[config.mk]
export PLATFORM = sky130hd
export DESIGN_NAME = irqtb_top
export DESIGN_NICKNAME = d
export VERILOG_FILES = /design/src/core/irqtb_pkg.sv /design/src/core/irqtb_top.sv
export VERILOG_INCLUDE_DIRS = /design/src /design/src/core
export SDC_FILE = /design/constraint.sdc
export NUM_CORES = 1
export LEC_CHECK = 0
export BUFFER_PORTS_ARGS = -buffer_cell sky130_fd_sc_hd__buf_2
export CORE_MARGIN = 3
export CORE_UTILIZATION = 45
export CTS_CLUSTER_SIZE = 28
export DETAILED_ROUTE_END_ITERATION = 12
export PLACE_DENSITY = 0.69
export SYNTH_ARGS = -nofsm -noshare
export SYNTH_HDL_FRONTEND = slang
export SYNTH_SLANG_ARGS = --single-unit
[constraint.sdc]
create_clock -name core_clk -period 2.9 [get_ports core_clk]
set_clock_uncertainty 0.1 [all_clocks]
set_input_delay 0.58 -clock core_clk [delete_from_list [all_inputs] [get_ports core_clk]]
set_output_delay 0.58 -clock core_clk [all_outputs]
set_load 0.005 [all_outputs]
[src/core/irqtb_params.svh]
/*
 Offsets, field positions, reset values and counts of the interrupt collector.
 Assumes inclusion by core/irqtb_top.sv only.
*/
// What this block does
// [RULE1] Fault flag is set while the fault pin is low.
// [RULE2] Servicing fault clears its flag and the master enable.
// [RULE3] Pause flag sets on rising, falling or both pause pin edges.
// [RULE4] Pause service clears flag and master enable; call needs enables, stack room.
// [RULE5] PWM duty and period matches set flags feeding a group.
// [RULE6] PWM service clears group flag and master enable; software clears sources.
// [RULE7] Time base overflow sets its flag; service clears it and master enable.
// [RULE8] Control bit 7 switches the time base divider on or off.
// [RULE9] Control bit 6 picks dedicated clock or system clock over four.
// [RULE10] Bits 5:4 select 4096, 8192, 16384 or 32768 input ticks.
// [RULE11] Control bits 3:0 read as zero.
// [RULE12] Capture overflow and compare set flags in a group.
// [RULE13] Capture call needs three enables; service clears group flag only. The code's service also clears the master enable.
// [RULE14] Each compact timer has two match flags, each enabled, raising group.
// [RULE15] Timer call needs master, source and group enables; uses group vector.
// [RULE16] Software clears timer match flags after service.
// [RULE17] Remote rise, fall and overflow set three flags in a group.
// [RULE18] Software clears remote flags after service.
// [RULE19] Nonvolatile cycle end sets flag; call needs three enables.
// [RULE20] Software clears nonvolatile done flag after service.
// [RULE21] Low supply detection sets a flag routed to a group.
// [RULE22] Software clears low supply flag after service.
// [RULE23] A set flag stays set until serviced or cleared by software.
// [RULE24] A disabled time base holds its divider at zero.
`ifndef IRQTB_PARAMS_SVH
`define IRQTB_PARAMS_SVH
// register byte offsets
`define IRQTB_OFS_CTRL    8'h00
`define IRQTB_OFS_GRP_EN  8'h04
`define IRQTB_OFS_SRC_EN  8'h08
`define IRQTB_OFS_SRC_FL  8'h0C
`define IRQTB_OFS_STATUS  8'h10
`define IRQTB_OFS_TBC     8'h14
`define IRQTB_OFS_CALL    8'h18
// source flag / enable bit positions
`define IRQTB_SRC_PWMD    0
`define IRQTB_SRC_PWMP    1
`define IRQTB_SRC_CAPO    2
`define IRQTB_SRC_CAPC    3
`define IRQTB_SRC_RRISE   4
`define IRQTB_SRC_RFALL   5
`define IRQTB_SRC_ROVF    6
`define IRQTB_SRC_NVM     7
`define IRQTB_SRC_LOWV    8
`define IRQTB_SRC_TMRP    16
`define IRQTB_SRC_TMRA    24
// time base control fields and reset
`define IRQTB_TBC_ON      3
`define IRQTB_TBC_CK      2
`define IRQTB_TBC_RST     4'h3
`define IRQTB_TB_BASE     4096
`define IRQTB_SYS_DIV     2'h3
// call vectors, lowest priority first
`define IRQTB_VECTORS     {6'h3C, 6'h34, 6'h2C, 6'h28, 6'h24, 6'h20, 6'h1C, 6'h18}
`define IRQTB_RESP_OK     2'h0
`define IRQTB_RESP_ERR    2'h2
`endif

[src/core/irqtb_pkg.sv]
/*
 Types of the interrupt collector: bus carriers and register state.
 Assumes an AXI4-Lite master with 8-bit byte addresses.
*/
package irqtb_pkg;
    typedef struct packed {
        logic        awvalid;
        logic [7:0]  awaddr;
        logic        wvalid;
        logic [31:0] wdata;
        logic [3:0]  wstrb;
        logic        bready;
        logic        arvalid;
        logic [7:0]  araddr;
        logic        rready;
    } irqtb_axi_req_t;

    typedef struct packed {
        logic        awready;
        logic        wready;
        logic        bvalid;
        logic [1:0]  bresp;
        logic        arready;
        logic        rvalid;
        logic [31:0] rdata;
        logic [1:0]  rresp;
    } irqtb_axi_rsp_t;

    // one-cycle peripheral events on the core clock
    typedef struct packed {
        logic pwm_duty_match;
        logic pwm_period_match;
        logic capture_overflow;
        logic capture_compare;
        logic remote_timer_overflow;
        logic nvm_cycle_done;
    } irqtb_evt_t;

    typedef struct packed {
        logic [1:0]  fault_s;
        logic [1:0]  pause_s;
        logic [1:0]  rx_s;
        logic [1:0]  lowv_s;
        logic [1:0]  tbclk_s;
        logic        pause_d;
        logic        rx_d;
        logic        lowv_d;
        logic        tbclk_d;
        logic        global_master_enable;
        logic [2:0]  ind_en;
        logic [1:0]  pause_mode;
        logic [4:0]  group_irq_enable;
        logic [4:0]  group_req_flag;
        logic [2:0]  ind_flag;
        logic [31:0] src_en;
        logic [31:0] src_flag;
        logic [3:0]  time_base_control;
        logic [1:0]  pre4;
        logic [15:0] tb_cnt;
        logic        call;
        logic [2:0]  call_idx;
        logic [5:0]  call_vec;
        logic        aw_full;
        logic [7:0]  aw_addr;
        logic        w_full;
        logic [31:0] w_data;
        logic [3:0]  w_strb;
        irqtb_axi_rsp_t rsp;
    } irqtb_state_t;
endpackage

[src/core/irqtb_top.sv]
/*
 Interrupt request collector with time base divider and AXI4-Lite registers.
 Assumes event pulses on core_clk, pins asynchronous, CPU acks each call once.
*/
`timescale 1ns/1ps
`include "irqtb_params.svh"

module irqtb_top
    import irqtb_pkg::*;
#(
    parameter int          N_TIMERS = 5,
    parameter logic [15:0] TB_BASE  = 16'(`IRQTB_TB_BASE)
) (
    input  wire logic                core_clk,
    input  wire logic                rst_n,
    input  wire irqtb_axi_req_t      axi_req,
    output irqtb_axi_rsp_t           axi_rsp,
    input  wire logic                fault_pin_n,
    input  wire logic                pause_pin,
    input  wire logic                remote_rx_pin,
    input  wire logic                low_supply_det,
    input  wire logic                dedicated_timebase_clock,
    input  wire irqtb_evt_t          evt,
    input  wire logic [N_TIMERS-1:0] timer_period_match,
    input  wire logic [N_TIMERS-1:0] timer_second_match,
    input  wire logic                stack_full,
    input  wire logic                svc_ack,
    input  wire logic                reti,
    output logic                     irq_call,
    output logic [5:0]               irq_vector
);
    // group index of each group flag
    localparam int G_PWM = 0;
    localparam int G_CAP = 1;
    localparam int G_TMR = 2;
    localparam int G_RMT = 3;
    localparam int G_MSC = 4;
    localparam logic [47:0] VEC = `IRQTB_VECTORS;

    irqtb_state_t st_r;
    irqtb_state_t st_nxt;

    // lowest index wins
    function automatic logic [2:0] pick(input logic [7:0] r);
        logic [2:0] k;
        k = 3'h0;
        for (int i = 7; i >= 0; i--) begin
            if (r[i]) begin
                k = 3'(i);
            end
        end
        return k;
    endfunction

    function automatic logic [31:0] lanes(input logic [3:0] s);
        return {{8{s[3]}}, {8{s[2]}}, {8{s[1]}}, {8{s[0]}}};
    endfunction

    //----------------------------------------------------------------
    // source events
    //----------------------------------------------------------------
    logic [31:0] src_set;
    logic [4:0]  grp_set;
    logic        tb_tick;
    logic        tb_ovf;
    logic        pause_edge;
    logic [15:0] tb_lim;
    logic [7:0]  req;
    logic [31:0] wmask;
    logic        wr_go;
    logic        tb_on;

    always_comb begin
        src_set = 32'h0000_0000;
        src_set[`IRQTB_SRC_PWMD]  = evt.pwm_duty_match;                      // RULE5
        src_set[`IRQTB_SRC_PWMP]  = evt.pwm_period_match;                    // RULE5
        src_set[`IRQTB_SRC_CAPO]  = evt.capture_overflow;                    // RULE12
        src_set[`IRQTB_SRC_CAPC]  = evt.capture_compare;                     // RULE12
        src_set[`IRQTB_SRC_RRISE] = st_r.rx_s[1] & ~st_r.rx_d;               // RULE17
        src_set[`IRQTB_SRC_RFALL] = ~st_r.rx_s[1] & st_r.rx_d;               // RULE17
        src_set[`IRQTB_SRC_ROVF]  = evt.remote_timer_overflow;               // RULE17
        src_set[`IRQTB_SRC_NVM]   = evt.nvm_cycle_done;                      // RULE19
        src_set[`IRQTB_SRC_LOWV]  = st_r.lowv_s[1] & ~st_r.lowv_d;           // RULE21
        for (int t = 0; t < N_TIMERS; t++) begin
            src_set[`IRQTB_SRC_TMRP + t] = timer_period_match[t];            // RULE14
            src_set[`IRQTB_SRC_TMRA + t] = timer_second_match[t];            // RULE14
        end
    end

    // enabled source events raise their group
    always_comb begin
        logic [31:0] e;
        e = src_set & st_r.src_en;
        grp_set[G_PWM] = |e[1:0];                                            // RULE5
        grp_set[G_CAP] = |e[3:2];                                            // RULE12
        grp_set[G_TMR] = |e[31:16];                                          // RULE14
        grp_set[G_RMT] = |e[6:4];                                            // RULE17
        grp_set[G_MSC] = |e[8:7];                                            // RULE19 RULE21
    end

    assign pause_edge = (st_r.pause_mode[0] & st_r.pause_s[1] & ~st_r.pause_d)
                      | (st_r.pause_mode[1] & ~st_r.pause_s[1] & st_r.pause_d); // RULE3

    //----------------------------------------------------------------
    // time base divider
    //----------------------------------------------------------------
    assign tb_on   = st_r.time_base_control[`IRQTB_TBC_ON];                                // RULE8
    assign tb_tick = st_r.time_base_control[`IRQTB_TBC_CK] ? (st_r.pre4 == `IRQTB_SYS_DIV)
                   : (st_r.tbclk_s[1] & ~st_r.tbclk_d);                      // RULE9
    assign tb_lim  = (TB_BASE << st_r.time_base_control[1:0]) - 16'h0001;                  // RULE10
    assign tb_ovf  = tb_on & tb_tick & (st_r.tb_cnt == tb_lim);

    // call requests in priority order
    assign req = {st_r.group_req_flag[G_MSC] & st_r.group_irq_enable[G_MSC],
                  st_r.group_req_flag[G_RMT] & st_r.group_irq_enable[G_RMT],
                  st_r.group_req_flag[G_TMR] & st_r.group_irq_enable[G_TMR], // RULE15
                  st_r.group_req_flag[G_CAP] & st_r.group_irq_enable[G_CAP], // RULE13
                  st_r.ind_flag[2] & st_r.ind_en[2],
                  st_r.group_req_flag[G_PWM] & st_r.group_irq_enable[G_PWM],
                  st_r.ind_flag[1] & st_r.ind_en[1],
                  st_r.ind_flag[0] & st_r.ind_en[0]};

    assign wr_go = st_r.aw_full & st_r.w_full & ~st_r.rsp.bvalid;
    assign wmask = lanes(st_r.w_strb);

    //----------------------------------------------------------------
    // next state
    //----------------------------------------------------------------
    always_comb begin
        logic [31:0] wd;
        logic [7:0]  ra;
        logic [31:0] rd;
        logic        rok;
        st_nxt = st_r;
        wd = st_r.w_data & wmask;
        ra = axi_req.araddr;
        rd = 32'h0000_0000;
        rok = 1'b1;
        // synchronisers
        st_nxt.fault_s = {st_r.fault_s[0], fault_pin_n};
        st_nxt.pause_s = {st_r.pause_s[0], pause_pin};
        st_nxt.rx_s    = {st_r.rx_s[0], remote_rx_pin};
        st_nxt.lowv_s  = {st_r.lowv_s[0], low_supply_det};
        st_nxt.tbclk_s = {st_r.tbclk_s[0], dedicated_timebase_clock};
        st_nxt.pause_d = st_r.pause_s[1];
        st_nxt.rx_d    = st_r.rx_s[1];
        st_nxt.lowv_d  = st_r.lowv_s[1];
        st_nxt.tbclk_d = st_r.tbclk_s[1];
        st_nxt.pre4    = st_r.pre4 + 2'h1;

        // divider
        if (!tb_on) begin
            st_nxt.tb_cnt = 16'h0000;                                        // RULE24
        end else if (tb_tick) begin
            st_nxt.tb_cnt = tb_ovf ? 16'h0000 : st_r.tb_cnt + 16'h0001;      // RULE10
        end

        // bus write channel capture
        if (axi_req.awvalid && st_r.rsp.awready) begin
            st_nxt.aw_full = 1'b1;
            st_nxt.aw_addr = axi_req.awaddr;
        end
        if (axi_req.wvalid && st_r.rsp.wready) begin
            st_nxt.w_full = 1'b1;
            st_nxt.w_data = axi_req.wdata;
            st_nxt.w_strb = axi_req.wstrb;
        end
        if (st_r.rsp.bvalid && axi_req.bready) begin
            st_nxt.rsp.bvalid = 1'b0;
        end
        if (wr_go) begin
            st_nxt.aw_full = 1'b0;
            st_nxt.w_full = 1'b0;
            st_nxt.rsp.bvalid = 1'b1;
            st_nxt.rsp.bresp = `IRQTB_RESP_OK;
            case (st_r.aw_addr)
                `IRQTB_OFS_CTRL: begin
                    st_nxt.global_master_enable = (st_r.global_master_enable & ~wmask[0])
                                                | wd[0];
                    st_nxt.ind_en = (st_r.ind_en & ~wmask[3:1]) | wd[3:1];
                    st_nxt.pause_mode = (st_r.pause_mode & ~wmask[5:4]) | wd[5:4];
                end
                `IRQTB_OFS_GRP_EN: begin
                    st_nxt.group_irq_enable = (st_r.group_irq_enable & ~wmask[4:0]) | wd[4:0];
                end
                `IRQTB_OFS_SRC_EN: begin
                    st_nxt.src_en = (st_r.src_en & ~wmask) | wd;
                end
                `IRQTB_OFS_SRC_FL: begin
                    st_nxt.src_flag = st_r.src_flag & ~wd;                   // RULE16 RULE18
                end
                `IRQTB_OFS_STATUS: begin
                    st_nxt.ind_flag = st_r.ind_flag & ~wd[2:0];
                    st_nxt.group_req_flag = st_r.group_req_flag & ~wd[7:3];
                end
                `IRQTB_OFS_TBC: begin
                    st_nxt.time_base_control = (st_r.time_base_control & ~wmask[7:4]) | wd[7:4];
                end
                `IRQTB_OFS_CALL: begin
                end
                default: begin
                    st_nxt.rsp.bresp = `IRQTB_RESP_ERR;
                end
            endcase
        end
        st_nxt.rsp.awready = ~st_nxt.aw_full;
        st_nxt.rsp.wready = ~st_nxt.w_full;

        // bus read channel
        if (st_r.rsp.rvalid && axi_req.rready) begin
            st_nxt.rsp.rvalid = 1'b0;
        end
        case (ra)
            `IRQTB_OFS_CTRL:   rd = {26'h0, st_r.pause_mode, st_r.ind_en,
                                     st_r.global_master_enable};
            `IRQTB_OFS_GRP_EN: rd = {27'h0, st_r.group_irq_enable};
            `IRQTB_OFS_SRC_EN: rd = st_r.src_en;
            `IRQTB_OFS_SRC_FL: rd = st_r.src_flag;
            `IRQTB_OFS_STATUS: rd = {24'h0, st_r.group_req_flag, st_r.ind_flag};
            `IRQTB_OFS_TBC:    rd = {24'h0, st_r.time_base_control, 4'h0};                 // RULE11
            `IRQTB_OFS_CALL:   rd = {24'h0, st_r.call, 1'b0, st_r.call_vec};
            default:           rok = 1'b0;
        endcase
        if (axi_req.arvalid && st_r.rsp.arready) begin
            st_nxt.rsp.rvalid = 1'b1;
            st_nxt.rsp.rdata = rd;
            st_nxt.rsp.rresp = rok ? `IRQTB_RESP_OK : `IRQTB_RESP_ERR;
        end
        st_nxt.rsp.arready = ~st_nxt.rsp.rvalid;

        // vectored call and service
        if (reti) begin
            st_nxt.global_master_enable = 1'b1;
        end
        if (st_r.call && svc_ack) begin
            st_nxt.call = 1'b0;
            st_nxt.global_master_enable = 1'b0;                              // RULE2 RULE4
            case (st_r.call_idx)
                3'h0: st_nxt.ind_flag[0] = 1'b0;                             // RULE2
                3'h1: st_nxt.ind_flag[1] = 1'b0;                             // RULE4
                3'h2: st_nxt.group_req_flag[G_PWM] = 1'b0;                   // RULE6
                3'h3: st_nxt.ind_flag[2] = 1'b0;                             // RULE7
                3'h4: st_nxt.group_req_flag[G_CAP] = 1'b0;                   // RULE13
                3'h5: st_nxt.group_req_flag[G_TMR] = 1'b0;
                3'h6: st_nxt.group_req_flag[G_RMT] = 1'b0;
                default: st_nxt.group_req_flag[G_MSC] = 1'b0;
            endcase
        end else if (!st_r.call && st_r.global_master_enable && !stack_full && |req) begin
            st_nxt.call = 1'b1;                                              // RULE4 RULE15
            st_nxt.call_idx = pick(req);
            st_nxt.call_vec = VEC[6*pick(req) +: 6];
        end

        // sets win over every clear
        st_nxt.src_flag = st_nxt.src_flag | src_set;                         // RULE23
        st_nxt.group_req_flag = st_nxt.group_req_flag | grp_set;
        if (!st_r.fault_s[1]) begin
            st_nxt.ind_flag[0] = 1'b1;                                       // RULE1
        end
        if (pause_edge) begin
            st_nxt.ind_flag[1] = 1'b1;                                       // RULE3
        end
        if (tb_ovf) begin
            st_nxt.ind_flag[2] = 1'b1;                                       // RULE7
        end
    end

    //----------------------------------------------------------------
    // state register
    //----------------------------------------------------------------
    always_ff @(posedge core_clk or negedge rst_n) begin
        if (!rst_n) begin
            st_r <= '0;
            st_r.fault_s <= 2'h3;
            st_r.time_base_control <= `IRQTB_TBC_RST;
            st_r.rsp.awready <= 1'b1;
            st_r.rsp.wready <= 1'b1;
            st_r.rsp.arready <= 1'b1;
        end else begin
            st_r <= st_nxt;
        end
    end

    assign axi_rsp    = st_r.rsp;
    assign irq_call   = st_r.call;
    assign irq_vector = st_r.call_vec;

    // read address hits time base control, for the reserved-bit check
    logic ra_is_tbc;
    assign ra_is_tbc = axi_req.arvalid && st_r.rsp.arready && axi_req.araddr == `IRQTB_OFS_TBC;
endmodule

==> reports/qor.txt <==
Status - complete, no violations
Fillers - 1731
DR pass1 iterations - 5
Max-cap violation count - 0
Area Overhead vs Synth - 15.3%
Drt wl/cell - 18.3 um
Vias per inst - 5.44
Measured slew at the worst slew-check pin - 0.750 ns
CTS tree - yes
GP Congestion - 0.925
Final min period - 2.26 ns
Crit path required time - 3.20 ns
Leak Pwr - 4.97 nW
Slew Viols, Final - 0
Class of the worst hold path - primary input to flop
CP Data Arrival Time - 2.57 ns
Setup TNS - 0 ns
CTS clk-pin slew, worst paths - 0.06 ns
Drt total wl - 21.4 mm
Crit path max-delay family - simple AND/OR/NAND/NOR gates
Chip width - 151 um
CTS root buf - clkbuf_16
Cells resized by post-CTS repair - 0
Ys async rst share - 1.00
Synth top area share - 0.544
Fin util - 0.532
CTS buffer count - 23
Power Total - 8.35 mW
Ys flop type - dfrtp_1
F_max - 442 MHz
Synth Area per Inst - 11.9 sq um
Post-Synthesis Cells - 790
Pin count of the biggest net entering global routing - 72
Routed Antenna Nets - 0
Drt drc - 0
Drt initial violations - 448
Setup WS pre-CTS - 0.366 ns
Net count, final - 967
Psw - 2.43 mW
Int Pwr - 5.91 mW
IO buf count - 126
Yosys synthesis warning count - 0
Non-filler instance count after layout - 1169
Rows - 52
Power per cell area - 768 nW/um^2
Yosys reg bits - 212
Hold Slack - 0.0730 ns
Synth area leader - dfrtp_1
H-Tree Depth - 1
Design area - 10900 sq um
Routed via count - 6364
Crit path buf inv count - 0
Part of the power in registers - 0.494
Vias in the first global route - 6276
Post-CTS setup buffers - 0
Global router's overall resource usage - 0.188
DP Area - 10100 sq um
DIE HEIGHT - 151 um
Crit end category - flop
Dpl hpwl - 15.1 mm
Commonest non-fill, non-tap cell in the layout - dfrtp_1
Starting density of the core - 0.461
I/O pins - 131
Fin crit share - 0.781
Final Hold Fails - 0
Number of setup violations in the final report - 0
First-pass GRT wire length - 34.1 mm
Die area - 22700 sq um
Peak supply drop - 0.000442 V
Dpl cells - 1126
Crit Path Max Fanout - 8
Area contributors post-synth - dfrtp_1, mux2_2, mux2_4, buf_4, nand2_1
Clock buffer depth - 3
Seq/Total Area, Yosys - 0.564
Relative slew slack - 0.500
EDFF count, synth - 0
Clock power frac - 0.346
Most frequent cells in the layout - dfrtp_1, buf_2, nand2_1
Switch share - 0.292
Ratio of cells with drive above 1 in the final layout - 0.324
Comb pwr share - 0.160
Unrepaired setup endpoints after global routing - no
CP Cell Sequence - nor4_4 -> nor4b_4 -> and3b_1 -> nand2_4 -> mux2_4
CTS Sinks - 212
WS Path Type - flop to flop
Setup crit start kind - flop
Slowest cell on the critical path - nor4_4
Final worst setup slack - 0.636 ns
Crit-path max cell delay - 0.41 ns
Total gr overflow - 0
Core ar. - 20400 sq um
Mapped cell area - 9430 sq um
Initial antenna violation count - 3
Clock Latency Late Sink - 0.52 ns
Synth unique cells - 61
[final timing paths]
check                               start     endpoint  slack, ns  cells past startpoint
setup / recovery                 st_r[78]         flop       0.64                      5
hold / removal             low_supply_det  st_nxt[209]       0.07                      1
setup reg to reg                 st_r[78]         flop       0.64                      5
hold reg to reg               st_nxt[213]  st_nxt[205]       0.25                      0
max in group asynchronous           rst_n    st_r[215]       1.39                      3
min in group asynchronous           rst_n     st_r[57]       0.53                      2
[Yosys cell counts, drive strengths merged, types with 6 or more instances]
| library cell | n |
|---|---|
| nor2b | 8 |
| mux2 | 91 |
| a21o | 24 |
| nand2 | 88 |
| a31oi | 8 |
| dfstp | 7 |
| dfrtp | 205 |
| o31ai | 7 |
| clkbuf | 20 |
| nor4 | 8 |
| nor2 | 27 |
| mux2i | 6 |
| a21oi | 21 |
| nand3 | 14 |
| o21ai | 57 |
| a21boi | 14 |
| a22oi | 38 |
| inv | 20 |
| buf | 54 |
[kinds of logic after synthesis]
family	synth area share
fa+ha+maj	0.00265
simple gates	0.108
other cells	0.000398
buf+inv	0.0567
mux	0.127
flops	0.564
xor+xnor	0.00836
compound gates	0.133
[per-layer routing]
layer  part of all wire  track usage  vias to the layer above  routed length, um
met5             0.0016            0                        -                 34
met4              0.016       0.0426                        6                341
met3              0.079       0.0382                       35               1680
met2               0.44        0.278                      206               9490
met1               0.46        0.287                     3143               9840
li1                   -            -                     2974                  -
[power by group through the flow]
stage                     clock network (mW)  registers [mW]  logic (mW)
after floorplan                            0            3.89        1.10
after global placement                     0            4.15        1.30
after detailed placement                   0            4.17        1.34
after CTS                               2.95            4.11        1.35
after global routing                    3.08            4.20        1.48
final                                   2.89            4.12        1.34
[repair_timing]
| item | in CTS | in global routing |
|---|---|---|
| endpoints found under the hold margin | 34 | 0 |
| setup endpoints to repair | 0 | 0 |
| hold buffers | 1 | 0 |
[cell type report]
type	instances	area (sq um)	area share
inverters	20	75.1	0.00691
clock buffers	29	618	0.0569
repair buffers	138	782	0.0720
clock inverters	12	131	0.0121
flip-flops and latches	212	5310	0.489
diodes	1	2.50	0.000230
well taps	270	338	0.0311
multi-input cells	487	3610	0.332
(Power assumes the default switching activity.)
